[config.mk]
export PLATFORM = sky130hd
export DESIGN_NAME = pmh_plc_measure_handshake
export DESIGN_NICKNAME = d
export VERILOG_FILES = /design/src/hw/pmh_pkg.sv /design/src/hw/pmh_limit_bank.sv /design/src/hw/pmh_tone_flash.sv /design/src/hw/pmh_plc_measure_handshake.sv
export SDC_FILE = /design/constraint.sdc
export NUM_CORES = 1
export LEC_CHECK = 0
export ABC_CLOCK_PERIOD_IN_PS = 6950
export BUFFER_PORTS_ARGS = -buffer_cell sky130_fd_sc_hd__buf_2
export CORE_ASPECT_RATIO = 1.75
export CORE_MARGIN = 5
export CORE_UTILIZATION = 50
export DETAILED_ROUTE_END_ITERATION = 8
export PLACE_DENSITY_LB_ADDON = 0.12
export SETUP_SLACK_MARGIN = 0.4
export SLEW_MARGIN = 20
export SYNTH_ARGS = -nofsm -noshare
export SYNTH_HDL_FRONTEND = slang
export SYNTH_SLANG_ARGS = --single-unit
export TNS_END_PERCENT = 30
[constraint.sdc]
create_clock -name ref_clk -period 6.95 [get_ports ref_clk]
set_input_delay 1.39 -clock ref_clk [delete_from_list [all_inputs] [get_ports ref_clk]]
set_output_delay 1.39 -clock ref_clk [all_outputs]
set_load 0.005 [all_outputs]
[src/hw/pmh_pkg.sv]
// shared constants and types of the plc measurement handshake block
package pmh_pkg;

  // ----------------------------------------------------------------
  // widths
  // ----------------------------------------------------------------
  localparam int VAL_W = 16;
  localparam int ADDR_W = 5;
  localparam int DUTY_W = 8;
  localparam int LIM_W = 20;
  localparam int NUM_LIM = 4;

  // ----------------------------------------------------------------
  // register byte addresses
  // ----------------------------------------------------------------
  localparam logic [ADDR_W-1:0] REG_CTRL = 5'h00;
  localparam logic [ADDR_W-1:0] REG_CMD = 5'h04;
  localparam logic [ADDR_W-1:0] REG_TARE_LIMIT = 5'h08;
  localparam logic [ADDR_W-1:0] REG_LIMIT0 = 5'h0c;
  localparam logic [ADDR_W-1:0] REG_LIMIT3 = 5'h18;
  localparam logic [ADDR_W-1:0] REG_STATUS = 5'h1c;
  localparam logic [2:0] LIMIT_BASE_IDX = 3'h3;

  // ----------------------------------------------------------------
  // control register fields
  // ----------------------------------------------------------------
  localparam int CTRL_LOG_EN = 0;
  localparam int CTRL_TARE_WARN_EN = 1;
  localparam int CTRL_ACK_FN = 2;
  localparam int CTRL_ACK_PASS = 3;
  localparam int CTRL_ACK_FAIL = 4;
  localparam int CTRL_ONL1_EN = 5;
  localparam int CTRL_ONL2_EN = 6;
  localparam int CTRL_DUTY_LSB = 8;
  localparam logic [31:0] CTRL_RESET = 32'h0000_8000;

  // ----------------------------------------------------------------
  // command register bits (write-only pulses)
  // ----------------------------------------------------------------
  localparam int CMD_EVAL_DONE = 0;
  localparam int CMD_PASS = 1;
  localparam int CMD_LOG_DONE = 2;
  localparam int CMD_TARE_DONE = 3;

  // ----------------------------------------------------------------
  // limit register fields
  // ----------------------------------------------------------------
  localparam int LIM_CH_Y = 16;
  localparam int LIM_TRIG = 17;
  localparam int LIM_ACT_LOW = 18;
  localparam int LIM_EN = 19;

  // ----------------------------------------------------------------
  // timing
  // ----------------------------------------------------------------
  localparam int CLK_PERIOD_NS = 10;
  localparam int PWM_STEP_NS = 40;
  localparam int PWM_STEP_CYCLES = (PWM_STEP_NS + CLK_PERIOD_NS - 1) / CLK_PERIOD_NS;
  localparam int FLASH_HALF_MS = 250;
  localparam int FLASH_HALF_CYCLES = FLASH_HALF_MS * 1000000 / CLK_PERIOD_NS;

  // ----------------------------------------------------------------
  // handshake phases
  // ----------------------------------------------------------------
  typedef enum logic [2:0] {
    ST_STANDBY,
    ST_MEASURE,
    ST_EVAL,
    ST_ACK,
    ST_LOG,
    ST_ZERO
  } pmh_state_t;

endpackage

[src/hw/pmh_limit_bank.sv]
// four limit switching outputs for channels x and y
`timescale 1ns/1ps
module pmh_limit_bank (
  input wire logic ref_clk,
  input wire logic rst,
  input wire logic signed [pmh_pkg::VAL_W-1:0] xValue,
  input wire logic signed [pmh_pkg::VAL_W-1:0] yValue,
  input wire logic signed [pmh_pkg::VAL_W-1:0] xAtTrigger,
  input wire logic triggered,
  input wire logic measuring,
  input wire logic [pmh_pkg::NUM_LIM-1:0][pmh_pkg::LIM_W-1:0] limitCfg,
  output logic [pmh_pkg::NUM_LIM-1:0] limitSwitch
);

  logic signed [pmh_pkg::VAL_W-1:0] xRelative;

  // wraps on overflow; range is left to the threshold setting
  assign xRelative = xValue - xAtTrigger;

  for (genvar i = 0; i < pmh_pkg::NUM_LIM; i++) begin : g_lim
    logic [pmh_pkg::LIM_W-1:0] cfg;
    logic signed [pmh_pkg::VAL_W-1:0] thr;
    logic signed [pmh_pkg::VAL_W-1:0] val;
    logic useTrig;
    logic actLow;
    assign cfg = limitCfg[i];
    assign thr = cfg[pmh_pkg::VAL_W-1:0];
    assign useTrig = cfg[pmh_pkg::LIM_TRIG] & ~cfg[pmh_pkg::LIM_CH_Y];
    assign actLow = cfg[pmh_pkg::LIM_ACT_LOW];
    always_comb begin
      if (cfg[pmh_pkg::LIM_CH_Y]) begin
        val = yValue;
      end else if (useTrig) begin
        val = xRelative;
      end else begin
        val = xValue;
      end
    end
    // no mode gating for absolute x and y limits; trigger x limits update only while measuring after the trigger
    always_ff @(posedge ref_clk) begin
      if (rst) begin
        limitSwitch[i] <= 1'b0;
      end else if (!cfg[pmh_pkg::LIM_EN]) begin
        limitSwitch[i] <= actLow;
      end else if (!useTrig || (measuring && triggered)) begin
        limitSwitch[i] <= (val > thr) ^ actLow;
      end
    end
  end

endmodule

[src/hw/pmh_tone_flash.sv]
// buzzer pwm and lamp flash timebase
`timescale 1ns/1ps
module pmh_tone_flash #(
  parameter int FLASH_HALF_CYCLES = pmh_pkg::FLASH_HALF_CYCLES
) (
  input wire logic ref_clk,
  input wire logic rst,
  input wire logic [pmh_pkg::DUTY_W-1:0] duty,
  output logic pwmOut,
  output logic flashPhase
);

  localparam int STEP_W = $clog2(pmh_pkg::PWM_STEP_CYCLES + 1);
  localparam int FLASH_W = $clog2(FLASH_HALF_CYCLES + 1);
  localparam logic [STEP_W-1:0] STEP_LAST = STEP_W'(pmh_pkg::PWM_STEP_CYCLES - 1);
  localparam logic [FLASH_W-1:0] FLASH_LAST = FLASH_W'(FLASH_HALF_CYCLES - 1);

  logic [STEP_W-1:0] stepCount;
  logic stepEn;
  logic [pmh_pkg::DUTY_W-1:0] ramp;
  logic [FLASH_W-1:0] flashCount;

  // ----------------------------------------------------------------
  // pwm carrier
  // ----------------------------------------------------------------
  always_ff @(posedge ref_clk) begin
    if (rst) begin
      stepCount <= '0;
      stepEn <= 1'b0;
    end else begin
      stepEn <= (stepCount == STEP_LAST);
      stepCount <= (stepCount == STEP_LAST) ? '0 : stepCount + 1'b1;
    end
  end

  always_ff @(posedge ref_clk) begin
    if (rst) begin
      ramp <= '0;
      pwmOut <= 1'b0;
    end else begin
      if (stepEn) begin
        ramp <= ramp + 1'b1;
      end
      pwmOut <= (ramp < duty);
    end
  end

  // ----------------------------------------------------------------
  // lamp flash
  // ----------------------------------------------------------------
  always_ff @(posedge ref_clk) begin
    if (rst) begin
      flashCount <= '0;
      flashPhase <= 1'b1;
    end else if (flashCount == FLASH_LAST) begin
      flashCount <= '0;
      flashPhase <= ~flashPhase;
    end else begin
      flashCount <= flashCount + 1'b1;
    end
  end

endmodule

[src/hw/pmh_plc_measure_handshake.sv]
// plc handshake: measurement, tare, online signals, limits, acknowledgement
`timescale 1ns/1ps
// Behaviour
// - logging holds standby low until transfer done
// - logging output rises at measurement start
// - measuring drives pass, fail high, standby low
// - verdict encoded as complementary pass/fail
// - standby returns high after evaluation
// - zero request drops standby until zeroing done
// - tare warning set when value exceeds limit
// - window infringement raises its online output
// - both online outputs cleared at measurement start
// - clean window transit leaves output low
// - absolute x and y limit outputs work in every mode
// - absolute x limit follows x both ways
// - absolute x measured from sensor zero
// - trigger x limit only after trigger, relative
// - y limit follows y both ways
// - lamps under the ack function enable; buzzer, lock, acknowledge with per-verdict enables
// - buzzer driven as pwm waveform
// - reject acknowledge: flash, lock, buzz until ack
// - fail lamp stays until next measurement
module pmh_plc_measure_handshake #(
  parameter int FLASH_HALF_CYCLES = pmh_pkg::FLASH_HALF_CYCLES
) (
  input wire logic ref_clk,
  input wire logic rst,
  input wire logic [pmh_pkg::ADDR_W-1:0] address,
  input wire logic read,
  input wire logic write,
  input wire logic [31:0] writedata,
  output logic [31:0] readdata,
  output logic waitrequest,
  input wire logic measureRequest,
  input wire logic zeroRequestY1,
  input wire logic failAcknowledgeIn,
  input wire logic passAcknowledgeIn,
  input wire logic signed [pmh_pkg::VAL_W-1:0] xValue,
  input wire logic signed [pmh_pkg::VAL_W-1:0] yValue,
  input wire logic triggerEvent,
  input wire logic windowHit1,
  input wire logic windowHit2,
  output logic standbyIndicator,
  output logic passResult,
  output logic failResult,
  output logic hostLoggingActive,
  output logic zeroOffsetWarning,
  output logic windowViolation1,
  output logic windowViolation2,
  output logic [pmh_pkg::NUM_LIM-1:0] limitSwitch,
  output logic passLamp,
  output logic failLamp,
  output logic partLockOut,
  output logic alarmSounder
);

  // ----------------------------------------------------------------
  // declarations
  // ----------------------------------------------------------------
  pmh_pkg::pmh_state_t state;
  logic [31:0] ctrl;
  logic [pmh_pkg::VAL_W-1:0] tareLimit;
  logic [pmh_pkg::NUM_LIM-1:0][pmh_pkg::LIM_W-1:0] limitCfg;
  logic measSync1, measSync2, measPrev;
  logic zeroSync1, zeroSync2, zeroPrev;
  logic failAckSync1, failAckSync2;
  logic passAckSync1, passAckSync2;
  logic measRise, measFall, zeroRise;
  logic busWrite, busRead;
  logic cmdEvalDone, cmdPass, cmdLogDone, cmdTareDone;
  logic [2:0] limitIdx;
  logic isLimitAddr;
  logic verdictPass, verdictValid;
  logic needAck, ackSeen;
  logic triggered;
  logic signed [pmh_pkg::VAL_W-1:0] xAtTrigger;
  logic pwmOut, flashPhase;
  logic startMeas;
  logic [31:0] next_readdata;

  // ----------------------------------------------------------------
  // input synchronisers and edge detection
  // ----------------------------------------------------------------
  always_ff @(posedge ref_clk) begin
    if (rst) begin
      measSync1 <= 1'b0;
      measSync2 <= 1'b0;
      measPrev <= 1'b0;
      zeroSync1 <= 1'b0;
      zeroSync2 <= 1'b0;
      zeroPrev <= 1'b0;
      failAckSync1 <= 1'b0;
      failAckSync2 <= 1'b0;
      passAckSync1 <= 1'b0;
      passAckSync2 <= 1'b0;
    end else begin
      measSync1 <= measureRequest;
      measSync2 <= measSync1;
      measPrev <= measSync2;
      zeroSync1 <= zeroRequestY1;
      zeroSync2 <= zeroSync1;
      zeroPrev <= zeroSync2;
      failAckSync1 <= failAcknowledgeIn;
      failAckSync2 <= failAckSync1;
      passAckSync1 <= passAcknowledgeIn;
      passAckSync2 <= passAckSync1;
    end
  end

  assign measRise = measSync2 & ~measPrev;
  assign measFall = ~measSync2 & measPrev;
  assign zeroRise = zeroSync2 & ~zeroPrev;

  // ----------------------------------------------------------------
  // avalon slave: one wait cycle per access
  // ----------------------------------------------------------------
  assign busWrite = write & ~waitrequest;
  assign busRead = read & ~waitrequest;
  assign limitIdx = address[4:2] - pmh_pkg::LIMIT_BASE_IDX;
  assign isLimitAddr = (address >= pmh_pkg::REG_LIMIT0) && (address <= pmh_pkg::REG_LIMIT3);
  assign cmdEvalDone = busWrite && address == pmh_pkg::REG_CMD
                       && writedata[pmh_pkg::CMD_EVAL_DONE];
  assign cmdPass = writedata[pmh_pkg::CMD_PASS];
  assign cmdLogDone = busWrite && address == pmh_pkg::REG_CMD
                      && writedata[pmh_pkg::CMD_LOG_DONE];
  assign cmdTareDone = busWrite && address == pmh_pkg::REG_CMD
                       && writedata[pmh_pkg::CMD_TARE_DONE];

  always_ff @(posedge ref_clk) begin
    if (rst) begin
      waitrequest <= 1'b1;
    end else begin
      waitrequest <= ~((read | write) & waitrequest);
    end
  end

  always_ff @(posedge ref_clk) begin
    if (rst) begin
      ctrl <= pmh_pkg::CTRL_RESET;
      tareLimit <= '0;
      limitCfg <= '0;
    end else if (busWrite) begin
      if (address == pmh_pkg::REG_CTRL) begin
        ctrl <= writedata;
      end else if (address == pmh_pkg::REG_TARE_LIMIT) begin
        tareLimit <= writedata[pmh_pkg::VAL_W-1:0];
      end else if (isLimitAddr) begin
        limitCfg[limitIdx[1:0]] <= writedata[pmh_pkg::LIM_W-1:0];
      end
    end
  end

  always_comb begin
    next_readdata = 32'h0000_0000;
    if (address == pmh_pkg::REG_CTRL) begin
      next_readdata = ctrl;
    end else if (address == pmh_pkg::REG_TARE_LIMIT) begin
      next_readdata = {16'h0000, tareLimit};
    end else if (isLimitAddr) begin
      next_readdata = {12'h000, limitCfg[limitIdx[1:0]]};
    end else if (address == pmh_pkg::REG_STATUS) begin
      next_readdata = {12'h000, limitSwitch, 2'b00, 3'(state),
                       alarmSounder, partLockOut, failLamp, passLamp,
                       windowViolation2, windowViolation1, zeroOffsetWarning,
                       hostLoggingActive, failResult, passResult, standbyIndicator};
    end
  end

  // data loaded as waitrequest falls so it stands in the answer cycle
  always_ff @(posedge ref_clk) begin
    if (rst) begin
      readdata <= 32'h0000_0000;
    end else if (read && waitrequest) begin
      readdata <= next_readdata;
    end
  end

  // ----------------------------------------------------------------
  // handshake state machine
  // ----------------------------------------------------------------
  // measurement wins over zeroing if both rise together
  assign startMeas = (state == pmh_pkg::ST_STANDBY) && measRise;
  assign needAck = ctrl[pmh_pkg::CTRL_ACK_FN]
                   && (cmdPass ? ctrl[pmh_pkg::CTRL_ACK_PASS] : ctrl[pmh_pkg::CTRL_ACK_FAIL]);
  assign ackSeen = verdictPass ? passAckSync2 : failAckSync2;

  always_ff @(posedge ref_clk) begin
    if (rst) begin
      state <= pmh_pkg::ST_STANDBY;
      standbyIndicator <= 1'b1;
      passResult <= 1'b0;
      failResult <= 1'b0;
      hostLoggingActive <= 1'b0;
      verdictPass <= 1'b0;
      verdictValid <= 1'b0;
    end else begin
      unique case (state)
        pmh_pkg::ST_STANDBY: begin
          if (measRise) begin
            state <= pmh_pkg::ST_MEASURE;
            standbyIndicator <= 1'b0;
            passResult <= 1'b1;
            failResult <= 1'b1;
            verdictValid <= 1'b0;
            hostLoggingActive <= ctrl[pmh_pkg::CTRL_LOG_EN];
          end else if (zeroRise) begin
            state <= pmh_pkg::ST_ZERO;
            standbyIndicator <= 1'b0;
          end
        end
        pmh_pkg::ST_MEASURE: begin
          if (measFall) begin
            state <= pmh_pkg::ST_EVAL;
          end
        end
        pmh_pkg::ST_EVAL: begin
          if (cmdEvalDone) begin
            passResult <= cmdPass;
            failResult <= ~cmdPass;
            verdictPass <= cmdPass;
            verdictValid <= 1'b1;
            if (needAck) begin
              state <= pmh_pkg::ST_ACK;
            end else if (hostLoggingActive) begin
              state <= pmh_pkg::ST_LOG;
            end else begin
              state <= pmh_pkg::ST_STANDBY;
              standbyIndicator <= 1'b1;
            end
          end
        end
        pmh_pkg::ST_ACK: begin
          if (ackSeen) begin
            if (hostLoggingActive) begin
              state <= pmh_pkg::ST_LOG;
            end else begin
              state <= pmh_pkg::ST_STANDBY;
              standbyIndicator <= 1'b1;
            end
          end
        end
        pmh_pkg::ST_LOG: begin
          // no timeout: the transfer may take as long as it needs
          if (cmdLogDone) begin
            state <= pmh_pkg::ST_STANDBY;
            standbyIndicator <= 1'b1;
            hostLoggingActive <= 1'b0;
          end
        end
        pmh_pkg::ST_ZERO: begin
          if (cmdTareDone) begin
            state <= pmh_pkg::ST_STANDBY;
            standbyIndicator <= 1'b1;
          end
        end
        default: begin
          state <= pmh_pkg::ST_STANDBY;
          standbyIndicator <= 1'b1;
        end
      endcase
    end
  end

  // ----------------------------------------------------------------
  // tare warning
  // ----------------------------------------------------------------
  always_ff @(posedge ref_clk) begin
    if (rst) begin
      zeroOffsetWarning <= 1'b0;
    end else if (state == pmh_pkg::ST_STANDBY && zeroRise && !measRise) begin
      zeroOffsetWarning <= 1'b0;
    end else if (state == pmh_pkg::ST_ZERO && ctrl[pmh_pkg::CTRL_TARE_WARN_EN]
                 && yValue > $signed(tareLimit)) begin
      zeroOffsetWarning <= 1'b1;
    end
  end

  // ----------------------------------------------------------------
  // window online signals
  // ----------------------------------------------------------------
  always_ff @(posedge ref_clk) begin
    if (rst) begin
      windowViolation1 <= 1'b0;
      windowViolation2 <= 1'b0;
    end else if (startMeas) begin
      windowViolation1 <= 1'b0;
      windowViolation2 <= 1'b0;
    end else if (state == pmh_pkg::ST_MEASURE) begin
      // only a reported infringement sets them
      if (windowHit1 && ctrl[pmh_pkg::CTRL_ONL1_EN]) begin
        windowViolation1 <= 1'b1;
      end
      if (windowHit2 && ctrl[pmh_pkg::CTRL_ONL2_EN]) begin
        windowViolation2 <= 1'b1;
      end
    end
  end

  // ----------------------------------------------------------------
  // trigger capture for relative x limits
  // ----------------------------------------------------------------
  always_ff @(posedge ref_clk) begin
    if (rst) begin
      triggered <= 1'b0;
      xAtTrigger <= '0;
    end else if (startMeas) begin
      triggered <= 1'b0;
    end else if (state == pmh_pkg::ST_MEASURE && triggerEvent && !triggered) begin
      triggered <= 1'b1;
      xAtTrigger <= xValue;
    end
  end

  pmh_limit_bank u_limits (
    .ref_clk(ref_clk),
    .rst(rst),
    .xValue(xValue),
    .yValue(yValue),
    .xAtTrigger(xAtTrigger),
    .triggered(triggered),
    .measuring(state == pmh_pkg::ST_MEASURE),
    .limitCfg(limitCfg),
    .limitSwitch(limitSwitch)
  );

  // ----------------------------------------------------------------
  // acknowledgement lamps, lock and buzzer
  // ----------------------------------------------------------------
  pmh_tone_flash #(
    .FLASH_HALF_CYCLES(FLASH_HALF_CYCLES)
  ) u_tone (
    .ref_clk(ref_clk),
    .rst(rst),
    .duty(ctrl[pmh_pkg::CTRL_DUTY_LSB +: pmh_pkg::DUTY_W]),
    .pwmOut(pwmOut),
    .flashPhase(flashPhase)
  );

  // lamp verdict held until the next measurement clears verdictValid
  always_ff @(posedge ref_clk) begin
    if (rst) begin
      passLamp <= 1'b0;
      failLamp <= 1'b0;
      partLockOut <= 1'b0;
      alarmSounder <= 1'b0;
    end else begin
      passLamp <= ctrl[pmh_pkg::CTRL_ACK_FN] && verdictValid && verdictPass
                  && (state != pmh_pkg::ST_ACK || flashPhase);
      failLamp <= ctrl[pmh_pkg::CTRL_ACK_FN] && verdictValid && !verdictPass
                  && (state != pmh_pkg::ST_ACK || flashPhase);
      partLockOut <= (state == pmh_pkg::ST_ACK) && !ackSeen;
      alarmSounder <= (state == pmh_pkg::ST_ACK) && !ackSeen && pwmOut;
    end
  end

endmodule

==> impl_metrics.json <==
{
  "hold_path_class": "register to register",
  "antenna_found_initial": 2,
  "cts_buffers": 26,
  "io_pins": 128,
  "area_delta_synth_final_pct": 10.7,
  "cp_max_fo": 6,
  "clockPowerShare_pct": 39.5,
  "synth-edff-count": 0,
  "ctsLongestPathBuffers": 3,
  "pwr-share-comb_pct": 17.4,
  "ys_seq_area_share_pct": 33.7,
  "synth_fp_nets": 2101,
  "core_mm2": 0.0292,
  "cap_violations": 0,
  "vdd_drop_max_uv": 196,
  "swShare_pct": 29.8,
  "crit_path_end_kind": "register",
  "dr.pass1.iters": 5,
  "p_switching_uw": 1040,
  "yosys_register_bits": 247,
  "critPathMostFrequentCell": "ha_1",
  "crit_chain": "buf_2 -> inv_1 -> ha_1 -> fa_1 -> and2b_1 -> o21ai_2 -> a2111oi_4 -> nor2_1 -> xnor2_1 -> mux2i_1 -> o21ai_0 -> ha_1 -> a21o_1 -> a21oi_1 -> o22ai_1 -> a211oi_1 -> mux2_2 -> o221ai_1",
  "outcome": "complete, no violations",
  "avgSynthCellArea_um2": 7.69,
  "met2_length_mm": 24.3,
  "cts_tree": "built",
  "slowest_stage": "a2111oi_4",
  "vias_per_cell": 5.72,
  "synthMostInstantiatedCell": "nand2_1",
  "skew_ns": 0.00766,
  "arrival_ns": 5.54,
  "cts_setup_buffers": 0,
  "htree_levels": 1,
  "max_slew.worst_pin.slew_ns": 1.14,
  "synth_area_mm2": 0.0147,
  "drtIter0Drc": 733,
  "power_per_cell_area_mw_per_mm2": 216,
  "clkSinkCount": 247,
  "fin_ws_ns": 1.87,
  "route.antenna.remaining_nets": 0,
  "intPower_uw": 2460,
  "overflow": 0,
  "start_kind": "primary input",
  "dieHeight_um": 237,
  "grt_max_degree": 84,
  "initial_utilization_pct": 50.3,
  "wirelength_mm": 47.2,
  "power.total_uw": 3500,
  "wl_met1_mm": 17.7,
  "wl_met3_mm": 2.51,
  "drive_gt1_share_pct": 12.0,
  "finalMaxSlewViolations": 0,
  "rows": 83,
  "synthTopCellsByArea": "dfxtp_1 (34%), nand2_1 (11%), ha_1 (9.4%), a21oi_1 (7.9%), o21ai_0 (3.2%)",
  "routed-via-count": 13537,
  "portBuffers": 127,
  "fin_nets": 2152,
  "clk_pin_slew_ns": 0.06,
  "max_freq_ghz": 0.197,
  "netlist_top_cells_count": "nand2_1 (428), dfxtp_1 (247), a21oi_1 (231)",
  "wire_per_inst_um": 20.0,
  "async_flop_share_pct": 0,
  "cts_hold_buf": 0,
  "synth-main-ff-cell": "dfxtp_1",
  "slowest_delay_ns": 0.48,
  "slew_headroom_pct": 23.9,
  "ctsResizeCount": 0,
  "dieArea_mm2": 0.0330,
  "worstSetupPathType": "primary input to register",
  "gp_congestion": 0.952,
  "setup_viol": 0,
  "dp_slack_ns": 1.38,
  "synth_area_leader_cell": "dfxtp_1",
  "hpwl_mm": 36.0,
  "whs_ns": 0.436,
  "hold_viol": 0,
  "yosysUniqueCellTypes": 73,
  "power.leakage_uw": 0.00585,
  "rsz0062_at_grt": "no",
  "grt_pass1_vias": 13681,
  "p_seq_share_pct": 43.1,
  "drc": 0,
  "grt_pass1_wl_mm": 74.2,
  "clock_latency_ns": 0.54,
  "syn_inst": 1910,
  "required_ns": 7.41,
  "grt.total_usage_pct": 27.8,
  "yosysWarnings": 0,
  "synth_top_area_share_pct": 33.7,
  "clockRootBuffer": "clkbuf_16",
  "period_needed_ns": 5.08,
  "finalSetupTns_ns": 0,
  "maxUsedRoutingLayer": "met4",
  "period_share_pct": 73.1,
  "die_w_um": 140
}
state kept, by name, summed over array words and instances (netlist names), 4 cells and up:
name	count
u_limits.limitSwitch	4
xAtTrigger	16
u_tone.flashCount	25
u_tone.ramp	8
ctrl	32
readdata	32
limitCfg	80
tareLimit	16
per-stage QoR:
step                      area, um^2  utilization, %  cells
after detailed placement       15400            52.8   2315
final                          16300            55.7   2365
after global placement         15400            52.8   2315
after CTS                      16200            55.7   2363
after floorplan                14700               -   1910
after global routing           16300            55.7   2365
metal layers:
layer | track usage [%] | vias up
met3 | 3.29 | 121
met5 | 0 | -
li1 | - | 6650
met2 | 51.3 | 434
met1 | 30.7 | 6332
met4 | 14.9 | 0
placed cells by master (no fill, tap or decap), drive strengths merged, types with 3 or more instances in the layout:
cell type / netlist / final
nand2: 428 / 428
dfxtp: 247 / 247
a21oi: 235 / 235
buf: 47 / 144
inv: 114 / 116
ha: 110 / 110
o21ai: 101 / 101
nor2: 91 / 91
nand3: 70 / 70
mux2i: 46 / 46
clkbuf: 74 / 34
nor2b: 27 / 27
a21o: 24 / 24
nor3: 23 / 23
o211ai: 22 / 22
nand4: 21 / 21
xnor2: 21 / 21
xor2: 20 / 20
mux4: 20 / 20
a211oi: 18 / 18
nand2b: 14 / 14
and3: 12 / 12
and2: 12 / 12
nor3b: 11 / 11
and4: 10 / 10
clkinv: 1 / 9
nor4: 8 / 8
o21a: 7 / 7
a31oi: 7 / 7
or3: 6 / 6
or2: 5 / 5
o31ai: 5 / 5
nand4b: 5 / 5
mux2: 5 / 5
and3b: 4 / 4
o221ai: 4 / 4
a221oi: 4 / 4
a311oi: 3 / 3
clkinvlp: 0 / 3
a2111oi: 3 / 3
worst paths after layout:
check | cells past startpoint | slack, ns | to | startpoint
max | 18 | 1.87 | u_limits.limitSwitch[0]$_SDFFE_PP0P_ | xValue[0]
min | 1 | 0.44 | alarmSounder$_SDFF_PP0_ | u_tone.pwmOut$_SDFF_PP0_
max reg2reg | 17 | 2.57 | u_limits.limitSwitch[0]$_SDFFE_PP0P_ | xAtTrigger[1]$_SDFFE_PP0P_
min reg2reg | 1 | 0.44 | alarmSounder$_SDFF_PP0_ | u_tone.pwmOut$_SDFF_PP0_
worst max-delay path: cells and delay by family:
kind,cells,cell delay [ns]
fa+ha+maj,3,0.89
simple gates,2,0.37
compound gates,8,1.79
xor+xnor,1,0.39
mux,2,0.50
buf+inv,2,0.20
area by class of cell:
type / instances / area (um^2)
clock inverters: 14 / 121
well taps: 382 / 478
repair buffers: 144 / 769
inverters: 115 / 432
flip-flops and latches: 247 / 4940
fillers: 2867 / 12900
multi-input cells: 1427 / 8780
clock buffers: 34 / 722
diodes: 2 / 5.00
power groups by stage:
stage                     clock network, uW  logic, uW  registers, uW
after CTS                              1410        609           1510
after detailed placement                  0        606           1540
final                                  1380        611           1510
after global routing                   1460        669           1510
after global placement                    0        598           1540
after floorplan                           0        427           1510
cells by family after synthesis:
group	Yosys count	synth area share (%)
XOR/XNOR	41	2.50
adder cells (fa/ha/maj)	111	9.51
multiplexers	71	6.59
AND/OR/NAND/NOR	751	23.1
buffers and inverters	236	6.58
AO/OA/AOI/OAI	453	18.1
flip-flops	247	33.7
(Power assumes the default switching activity.)
